## src/design/pm_cmd_pkg.sv

```systemverilog
package pm_cmd_pkg;
	localparam logic [7:0] CODE_SELF_HEAT = 8'h00_B8;
	localparam logic [7:0] CODE_THERM_RATE = 8'h00_B9;
	localparam logic [7:0] CODE_THERM_RES = 8'h00_BA;
	localparam logic [7:0] CODE_IOUT_FINE = 8'h00_BB;
	localparam logic [7:0] CODE_NVM_UNLOCK = 8'h00_BD;
	localparam logic [7:0] CODE_NVM_ERASE = 8'h00_BE;
	localparam logic [7:0] CODE_NVM_DATA = 8'h00_BF;
	localparam logic [7:0] CODE_ENERGY = 8'h00_C0;
	localparam logic [7:0] CODE_ENERGY_CFG = 8'h00_C1;
	localparam logic [7:0] CODE_LOT = 8'h00_C2;
	localparam logic [7:0] CODE_TEMPCO = 8'h00_C3;
	localparam logic [7:0] CODE_IIN_MAX = 8'h00_C4;
	localparam logic [7:0] CODE_IIN_MIN = 8'h00_C5;
	localparam logic [7:0] CODE_PIN_MAX = 8'h00_C6;
	localparam logic [7:0] CODE_PIN_MIN = 8'h00_C7;
	localparam logic [7:0] CODE_XCMD = 8'h00_C8;
	localparam logic [7:0] CODE_XDATA0 = 8'h00_C9;
	localparam logic [7:0] CODE_XDATA1 = 8'h00_CA;
	localparam logic [7:0] CODE_CLR_ENERGY = 8'h00_CC;
	localparam logic [7:0] CODE_CHAN_CFG = 8'h00_D0;
	localparam logic [7:0] CODE_GLOBAL_CFG = 8'h00_D1;
	localparam logic [7:0] CODE_FAULT0_PROP = 8'h00_D2;
	localparam logic [15:0] RST_THERM_RATE = 16'h8000;
	localparam logic [15:0] RST_THERM_RES = 16'h8000;
	localparam logic [7:0] RST_ENERGY_CFG = 8'h00_00;
	localparam logic [15:0] RST_TEMPCO = 16'h0000;
	localparam logic [15:0] RST_CHAN_CFG = 16'h0080;
	localparam logic [15:0] RST_GLOBAL_CFG = 16'h0F7B;
	localparam logic [7:0] RST_FAULT0_PROP = 8'h00_00;
	localparam logic [7:0] NVM_UNLOCK_KEY = 8'h00_2B;
	localparam logic [7:0] ENERGY_BYTES = 8'h00_06;
	localparam int PROP_BIT = 0;
	localparam int CHANNELS = 4;

	typedef struct packed {
		logic valid;
		logic write;
		logic [7:0] code;
		logic [15:0] wdata;
		logic [2:0] bidx;
	} cmd_req_t;

	typedef struct packed {
		logic valid;
		logic nack;
		logic [15:0] data;
	} cmd_rsp_t;

	typedef struct packed {
		logic valid;
		logic [1:0] ch;
		logic [15:0] heat;
		logic [15:0] iout;
	} chan_tel_t;

	typedef struct packed {
		logic valid;
		logic [15:0] iin;
		logic [15:0] pin;
		logic [15:0] energy_inc;
	} input_tel_t;

	typedef struct packed {
		logic erase;
		logic wr;
		logic rd;
		logic [15:0] addr;
		logic [15:0] wdata;
	} nvm_req_t;
endpackage

```

## src/design/power_manager_command_bank.sv

```systemverilog
`timescale 1ns/1ps
module power_manager_command_bank (
	// Clock and reset.
	input wire logic mclk,
	input wire logic reset,
	// Command port from the serial front end.
	input wire logic [1:0] page,
	input wire pm_cmd_pkg::cmd_req_t req,
	output pm_cmd_pkg::cmd_rsp_t rsp,
	// Telemetry and memory side.
	input wire pm_cmd_pkg::chan_tel_t chan_tel,
	input wire pm_cmd_pkg::input_tel_t in_tel,
	input wire logic [3:0][7:0] lot_code,
	input wire logic [15:0] nvm_rdata,
	output pm_cmd_pkg::nvm_req_t nvm_req,
	// Additional host command strobe.
	output logic xhost_cmd_stb,
	// Configuration seen by the rest of the device.
	output logic [7:0] energy_config,
	output logic [15:0] input_sense_tempco,
	output logic [15:0] global_config,
	output logic [3:0][15:0] channel_config,
	output logic [3:0][15:0] sense_thermal_rate,
	output logic [3:0][15:0] sense_thermal_resistance,
	// Shared fault line 0, open drain.
	input wire logic [3:0] chan_faulted_off,
	output logic shared_fault_line0_out,
	output logic shared_fault_line0_oe
);
	typedef struct packed {
		pm_cmd_pkg::cmd_rsp_t rsp;
		pm_cmd_pkg::nvm_req_t nvm;
		logic xcmd_stb;
		logic unlocked;
		logic [3:0][15:0] heat;
		logic [3:0][15:0] iout;
		logic [3:0][15:0] rate;
		logic [3:0][15:0] res;
		logic [3:0][15:0] ccfg;
		logic [3:0][7:0] prop;
		logic [7:0] ecfg;
		logic [15:0] tempco;
		logic [15:0] gcfg;
		logic [15:0] xcmd;
		logic [15:0] xdata0;
		logic [15:0] xdata1;
		logic [23:0] energy;
		logic [23:0] elapsed;
		logic seen;
		logic [15:0] iin_max;
		logic [15:0] iin_min;
		logic [15:0] pin_max;
		logic [15:0] pin_min;
		logic fault_oe;
	} state_t;

	state_t s_q;
	state_t s_d;

	// Maps a linear eleven-bit word onto one signed scale for comparing.
	function automatic logic signed [47:0] l11(input logic [15:0] w);
		logic signed [47:0] m;
		logic [4:0] sh;
		m = 48'(signed'(w[10:0]));
		sh = {~w[15], w[14:11]};
		l11 = m <<< sh;
	endfunction

	logic [47:0] energy_blk;
	logic [3:0] drive_fault;

	assign energy_blk = {s_q.elapsed, s_q.energy};

	genvar g;
	generate
		for (g = 0; g < pm_cmd_pkg::CHANNELS; g++) begin : g_prop
			// A faulted channel pulls the line only when enabled.
			assign drive_fault[g] = chan_faulted_off[g] &
				s_q.prop[g][pm_cmd_pkg::PROP_BIT];
		end
	endgenerate

	always_comb begin
		s_d = s_q;
		s_d.rsp.valid = 1'b0;
		s_d.rsp.nack = 1'b0;
		s_d.nvm.erase = 1'b0;
		s_d.nvm.wr = 1'b0;
		s_d.nvm.rd = 1'b0;
		s_d.xcmd_stb = 1'b0;
		s_d.fault_oe = |drive_fault;

		// Telemetry updates land in the channel named by the sample.
		if (chan_tel.valid) begin
			s_d.heat[chan_tel.ch] = chan_tel.heat;
			s_d.iout[chan_tel.ch] = chan_tel.iout;
		end

		if (in_tel.valid) begin
			s_d.seen = 1'b1;
			s_d.energy = s_q.energy + 24'(in_tel.energy_inc);
			s_d.elapsed = s_q.elapsed + 24'd1;
			if (!s_q.seen || l11(in_tel.iin) > l11(s_q.iin_max)) begin
				s_d.iin_max = in_tel.iin;
			end
			if (!s_q.seen || l11(in_tel.iin) < l11(s_q.iin_min)) begin
				s_d.iin_min = in_tel.iin;
			end
			if (!s_q.seen || l11(in_tel.pin) > l11(s_q.pin_max)) begin
				s_d.pin_max = in_tel.pin;
			end
			if (!s_q.seen || l11(in_tel.pin) < l11(s_q.pin_min)) begin
				s_d.pin_min = in_tel.pin;
			end
		end

		// Each accepted command is answered on the next edge.
		if (req.valid) begin
			s_d.rsp.valid = 1'b1;
			s_d.rsp.data = 16'h0000;
			unique case (req.code)
			pm_cmd_pkg::CODE_SELF_HEAT: begin
				s_d.rsp.data = s_q.heat[page];
				s_d.rsp.nack = req.write;
			end
			pm_cmd_pkg::CODE_THERM_RATE: begin
				s_d.rsp.data = s_q.rate[page];
				if (req.write) begin
					s_d.rate[page] = req.wdata;
				end
			end
			pm_cmd_pkg::CODE_THERM_RES: begin
				s_d.rsp.data = s_q.res[page];
				if (req.write) begin
					s_d.res[page] = req.wdata;
				end
			end
			pm_cmd_pkg::CODE_IOUT_FINE: begin
				s_d.rsp.data = s_q.iout[page];
				s_d.rsp.nack = req.write;
			end
			pm_cmd_pkg::CODE_NVM_UNLOCK: begin
				s_d.rsp.data = {15'h0000, s_q.unlocked};
				if (req.write) begin
					s_d.unlocked = req.wdata[7:0] ==
						pm_cmd_pkg::NVM_UNLOCK_KEY;
					s_d.nvm.addr = 16'h0000;
				end
			end
			pm_cmd_pkg::CODE_NVM_ERASE: begin
				if (req.write && s_q.unlocked) begin
					s_d.nvm.erase = 1'b1;
					s_d.nvm.addr = 16'h0000;
				end
				s_d.rsp.nack = !s_q.unlocked;
			end
			pm_cmd_pkg::CODE_NVM_DATA: begin
				if (s_q.unlocked) begin
					// Each access steps the array address by one word.
					s_d.nvm.wr = req.write;
					s_d.nvm.rd = !req.write;
					s_d.nvm.wdata = req.wdata;
					s_d.nvm.addr = s_q.nvm.addr + 16'h0001;
					s_d.rsp.data = req.write ? 16'h0000 : nvm_rdata;
				end
				s_d.rsp.nack = !s_q.unlocked;
			end
			pm_cmd_pkg::CODE_ENERGY: begin
				// Byte 0 is the count, then energy and time low first.
				if (req.bidx == 3'd0) begin
					s_d.rsp.data = {8'h00, pm_cmd_pkg::ENERGY_BYTES};
				end else if (req.bidx <= 3'd6) begin
					s_d.rsp.data = {8'h00,
						energy_blk[8*(req.bidx-3'd1) +: 8]};
				end
				s_d.rsp.nack = req.write || req.bidx > 3'd6;
			end
			pm_cmd_pkg::CODE_ENERGY_CFG: begin
				s_d.rsp.data = {8'h00, s_q.ecfg};
				if (req.write) begin
					s_d.ecfg = req.wdata[7:0];
				end
			end
			pm_cmd_pkg::CODE_LOT: begin
				s_d.rsp.data = {8'h00, lot_code[page]};
				s_d.rsp.nack = req.write;
			end
			pm_cmd_pkg::CODE_TEMPCO: begin
				s_d.rsp.data = s_q.tempco;
				if (req.write) begin
					s_d.tempco = req.wdata;
				end
			end
			pm_cmd_pkg::CODE_IIN_MAX: begin
				s_d.rsp.data = s_q.iin_max;
				s_d.rsp.nack = req.write;
			end
			pm_cmd_pkg::CODE_IIN_MIN: begin
				s_d.rsp.data = s_q.iin_min;
				s_d.rsp.nack = req.write;
			end
			pm_cmd_pkg::CODE_PIN_MAX: begin
				s_d.rsp.data = s_q.pin_max;
				s_d.rsp.nack = req.write;
			end
			pm_cmd_pkg::CODE_PIN_MIN: begin
				s_d.rsp.data = s_q.pin_min;
				s_d.rsp.nack = req.write;
			end
			pm_cmd_pkg::CODE_XCMD: begin
				s_d.rsp.data = s_q.xcmd;
				if (req.write) begin
					s_d.xcmd = req.wdata;
					s_d.xcmd_stb = 1'b1;
				end
			end
			pm_cmd_pkg::CODE_XDATA0: begin
				s_d.rsp.data = s_q.xdata0;
				if (req.write) begin
					s_d.xdata0 = req.wdata;
				end
			end
			pm_cmd_pkg::CODE_XDATA1: begin
				s_d.rsp.data = s_q.xdata1;
				if (req.write) begin
					s_d.xdata1 = req.wdata;
				end
			end
			pm_cmd_pkg::CODE_CLR_ENERGY: begin
				if (req.write) begin
					s_d.energy = 24'h00_0000;
					s_d.elapsed = 24'h00_0000;
				end
				s_d.rsp.nack = !req.write;
			end
			pm_cmd_pkg::CODE_CHAN_CFG: begin
				s_d.rsp.data = s_q.ccfg[page];
				if (req.write) begin
					s_d.ccfg[page] = req.wdata;
				end
			end
			pm_cmd_pkg::CODE_GLOBAL_CFG: begin
				s_d.rsp.data = s_q.gcfg;
				if (req.write) begin
					s_d.gcfg = req.wdata;
				end
			end
			pm_cmd_pkg::CODE_FAULT0_PROP: begin
				s_d.rsp.data = {8'h00, s_q.prop[page]};
				if (req.write) begin
					s_d.prop[page] = req.wdata[7:0];
				end
			end
			default: begin
				s_d.rsp.nack = 1'b1;
			end
			endcase
		end
	end

	always_ff @(posedge mclk) begin
		if (reset) begin
			s_q <= '0;
			s_q.rate <= {4{pm_cmd_pkg::RST_THERM_RATE}};
			s_q.res <= {4{pm_cmd_pkg::RST_THERM_RES}};
			s_q.ccfg <= {4{pm_cmd_pkg::RST_CHAN_CFG}};
			s_q.prop <= {4{pm_cmd_pkg::RST_FAULT0_PROP}};
			s_q.ecfg <= pm_cmd_pkg::RST_ENERGY_CFG;
			s_q.tempco <= pm_cmd_pkg::RST_TEMPCO;
			s_q.gcfg <= pm_cmd_pkg::RST_GLOBAL_CFG;
		end else begin
			s_q <= s_d;
		end
	end

	assign rsp = s_q.rsp;
	assign nvm_req = s_q.nvm;
	assign xhost_cmd_stb = s_q.xcmd_stb;
	assign energy_config = s_q.ecfg;
	assign input_sense_tempco = s_q.tempco;
	assign global_config = s_q.gcfg;
	assign channel_config = s_q.ccfg;
	assign sense_thermal_rate = s_q.rate;
	assign sense_thermal_resistance = s_q.res;
	assign shared_fault_line0_out = 1'b0;
	assign shared_fault_line0_oe = s_q.fault_oe;
endmodule // power_manager_command_bank

```

## config.mk

```make
export PLATFORM = sky130hd
export DESIGN_NAME = power_manager_command_bank
export DESIGN_NICKNAME = d
export VERILOG_FILES = /design/src/design/pm_cmd_pkg.sv /design/src/design/power_manager_command_bank.sv
export SDC_FILE = /design/constraint.sdc
export NUM_CORES = 2
export LEC_CHECK = 0
export ABC_AREA = 0
export BUFFER_PORTS_ARGS = -buffer_cell sky130_fd_sc_hd__clkbuf_2
export CORE_MARGIN = 4
export CORE_UTILIZATION = 45
export CTS_CLUSTER_DIAMETER = 50
export DETAILED_ROUTE_END_ITERATION = 6
export GPL_ROUTABILITY_DRIVEN = 0
export PLACE_DENSITY_LB_ADDON = 0.2
export SLEW_MARGIN = 25
export SYNTH_ARGS = -nofsm -noshare
export SYNTH_HDL_FRONTEND = slang
export SYNTH_SLANG_ARGS = --single-unit
```

## constraint.sdc

```tcl
create_clock -name mclk -period 7 [get_ports mclk]
set_clock_uncertainty 0.2 [all_clocks]
set_input_delay 1.4 -clock mclk [delete_from_list [all_inputs] [get_ports mclk]]
set_output_delay 1.4 -clock mclk [all_outputs]
set_load 0.005 [all_outputs]
```

==> impl_metrics.tcl <==
set metrics [dict create \
    status "finished, final reports clean" \
    hold_viol 0 \
    max_slew_margin_pct 24.4 \
    async_flop_share_pct 0 \
    leakage_nw 16.7 \
    syn-cell-area_um2 38900 \
    cp.arrival_ns 5.68 \
    vdd_drop_max_mv 0.209 \
    worstPathMaxFanout 32 \
    holdBufCountCts 0 \
    drt_iter0_drc 4479 \
    slowest_delay_ns 0.91 \
    ios 457 \
    hp-class "register to register" \
    crit_path_top_delay_cell "dfxtp_1" \
    dp_slack_ns 0.990 \
    synth-main-ff-cell "dfxtp_1" \
    place.port_buffers 455 \
    cts_setup_buffers 0 \
    ant_nets 0 \
    required_ns 7.28 \
    core_um2 85500 \
    yosysUniqueCellTypes 80 \
    cts_buffers 83 \
    grt-ovfl-total 0 \
    synthMostInstantiatedCell "nand2_1" \
    cts_root_buf "clkbuf_16" \
    yosys-top-cells-area "dfxtp_1, nand2_1, a21oi_1" \
    start_util_pct 45.5 \
    critPathKind "register to register" \
    setup_violations 0 \
    tns_ns 0 \
    use_met1_pct 42.8 \
    drcViolationCount 0 \
    clockBufferDepth 3 \
    postSynthAreaPerCell_um2 7.83 \
    nFillCells 8406 \
    grt_start_max_net_pins 155 \
    grt_pass1_wl_um 220000 \
    firstDrtPassIters 7 \
    viasPerCell 5.98 \
    gr-usage-all-layers_pct 31.8 \
    antenna_found_initial 12 \
    multi_input_area_um2 23200 \
    cp_cell_sequence "mux2_2 > o21ai_0 > o21ai_0 > mux2_2 > mux2i_1 > ha_1 > a21oi_1 > o211ai_1 > a311o_1 > a211oi_1 > o21ai_0 > a221o_1 > nand3b_1 > o21ai_0" \
    start_kind "register" \
    h-tree-depth 3 \
    die_h_um 302 \
    fmax_mhz 185 \
    ys_ff_latch 609 \
    maxSlewViolCount 0 \
    rsz0062_at_grt "false" \
    yosysTopAreaCellShare_pct 31.3 \
    dp_hpwl_um 111000 \
    rows 107 \
    cpMostUsedCell "o21ai_0" \
    post_cts_resized 0 \
    cts_tree "built" \
    fin_cells 6158 \
    vias 36807 \
    period_share_pct 77.1 \
    dieWidth_um 302 \
    busiest_layer "met2" \
    first_global_vias 33423 \
    worst_pin_slew_ns 1.13 \
    cts.clk_slew.worst_paths_ns 0.06 \
    cts_sinks 609 \
    routedWlPerCell_um 24.7 \
    clk_latency_ns 0.67 \
    grtUsageMet3_pct 7.74 \
    power_density_nw_per_um2 240 \
    fin_crit_ns 5.39 \
    drt_wl_total_um 152000 \
    final_area_um2 42800 \
    drv_cap 0 \
    synthCells 4973 \
    place_area_um2 39800 \
    use_met2_pct 49.6 \
    die-area_um2 91300 \
    setup_ws_ns 1.61 \
    synth_nets 5330 \
    area_delta_synth_final_pct 9.97 \
    end_kind "register" \
    seq_area_um2 12200 \
    r2r.worst_path.cells 14 \
    yosysSeqAreaShare_pct 31.3 \
    dp.cells 5996 \
    worstHoldPathCells 2 \
    synth_edf_count 0 \
    yosys_warnings 0 \
    fin_nets 5294 \
    synth_common_cells "nand2_1, dfxtp_1, a21oi_1" \
    layout-drive-gt1-share_pct 17.1 \
    synth_top_cell_by_area "dfxtp_1" \
]
## cells by family (layout without fill, tap and decap cells)
kind of cell / Yosys count / count (layout) / synth area share, %
and+or+nand+nor: 1917 / 1917 / 21.6
AOI/OAI and AO/OA: 1166 / 1166 / 17.7
buffers and inverters: 689 / 720 / 9.51
DFF: 609 / 609 / 31.3
muxes: 354 / 354 / 12.6
adders and majority gates: 188 / 188 / 6.06
xor gates and xnor gates: 49 / 49 / 1.10
other: 1 / 11 / 0.00963
## metal layers
layer / vias to the layer above / wire length (µm)
met5: - / 32
met4: 4 / 6540
met1: 17474 / 61300
li1: 17096 / -
met3: 294 / 16500
met2: 1939 / 67500
## flip-flops by register name, indices dropped and copies added (netlist names), 18 cells and up
name and count:
channel_config 64, nvm_req 35, s_q 274, sense_thermal_resistance 64, energy_blk 48, sense_thermal_rate 64
rsp 18
## critical path: cells and delay by family (launching register included)
kind | cells | cell delay, ns
AOI/OAI and AO/OA | 9 | 2.57
muxes | 3 | 1.02
adders and majority gates | 1 | 0.30
DFF | 1 | 0.91
and+or+nand+nor | 1 | 0.22
## path summary, 6_finish.rpt
kind	from	to	slack, ns
hold reg to reg	s_q[454]$_SDFFE_PP0P_	s_q[454]$_SDFFE_PP0P_	0.25
setup reg to reg	s_q[45]$_SDFFE_PP0P_	s_q[38]$_SDFFE_PP0P_	1.61
setup / recovery	s_q[45]$_SDFFE_PP0P_	s_q[38]$_SDFFE_PP0P_	1.61
hold / removal	s_q[454]$_SDFFE_PP0P_	s_q[454]$_SDFFE_PP0P_	0.25
## power by group
part	leakage (nW)	total (mW)	switching [mW]	internal, mW
clock	1.46	4.53	1.78	2.74
combinational	10.3	2.04	1.28	0.756
sequential	4.93	3.69	0.140	3.55
## area by class of cell
type / instances / share of cell area, %
multi-input cells: 3675 / 54.1
repair buffers: 520 / 6.56
clock inverters: 47 / 1.61
well taps: 1144 / 3.34
diodes: 10 / 0.0585
inverters: 48 / 0.421
clock buffers: 105 / 5.37
flip-flops and latches: 609 / 28.5
## cell usage in the layout, fill, tap and decap left out, types with 11 or more instances in the layout
cell type	n
nand2b_1	93
mux2i_1	215
o211ai_1	28
xnor2_1	21
nor3_1	43
nor2_1	285
clkbuf_8	14
dfxtp_1	608
buf_4	64
o21a_1	21
o21ai_0	185
inv_1	39
or4b_1	11
nand3b_1	42
clkinv_2	13
xor2_1	28
nand4_1	61
a21o_1	78
mux2_2	32
a22oi_1	104
or3_1	15
ha_1	187
clkbuf_2	452
and2_1	21
clkbuf_16	83
mux4_2	107
nand3_1	98
and3_1	14
o22ai_1	22
a21oi_1	600
nand2_1	1133
o31ai_1	12
nor2b_1	36
## per-stage QoR
step                      total power [mW]  util, %  hold WS (ns)
final                                 10.3     50.0         0.251
after floorplan                       5.13        -         0.232
after global placement                5.71     46.5         0.239
after CTS                             10.2     50.0         0.252
after global routing                  10.6     50.0         0.265
after detailed placement              5.73     46.5         0.244
Power figures use the tool's default switching activity.
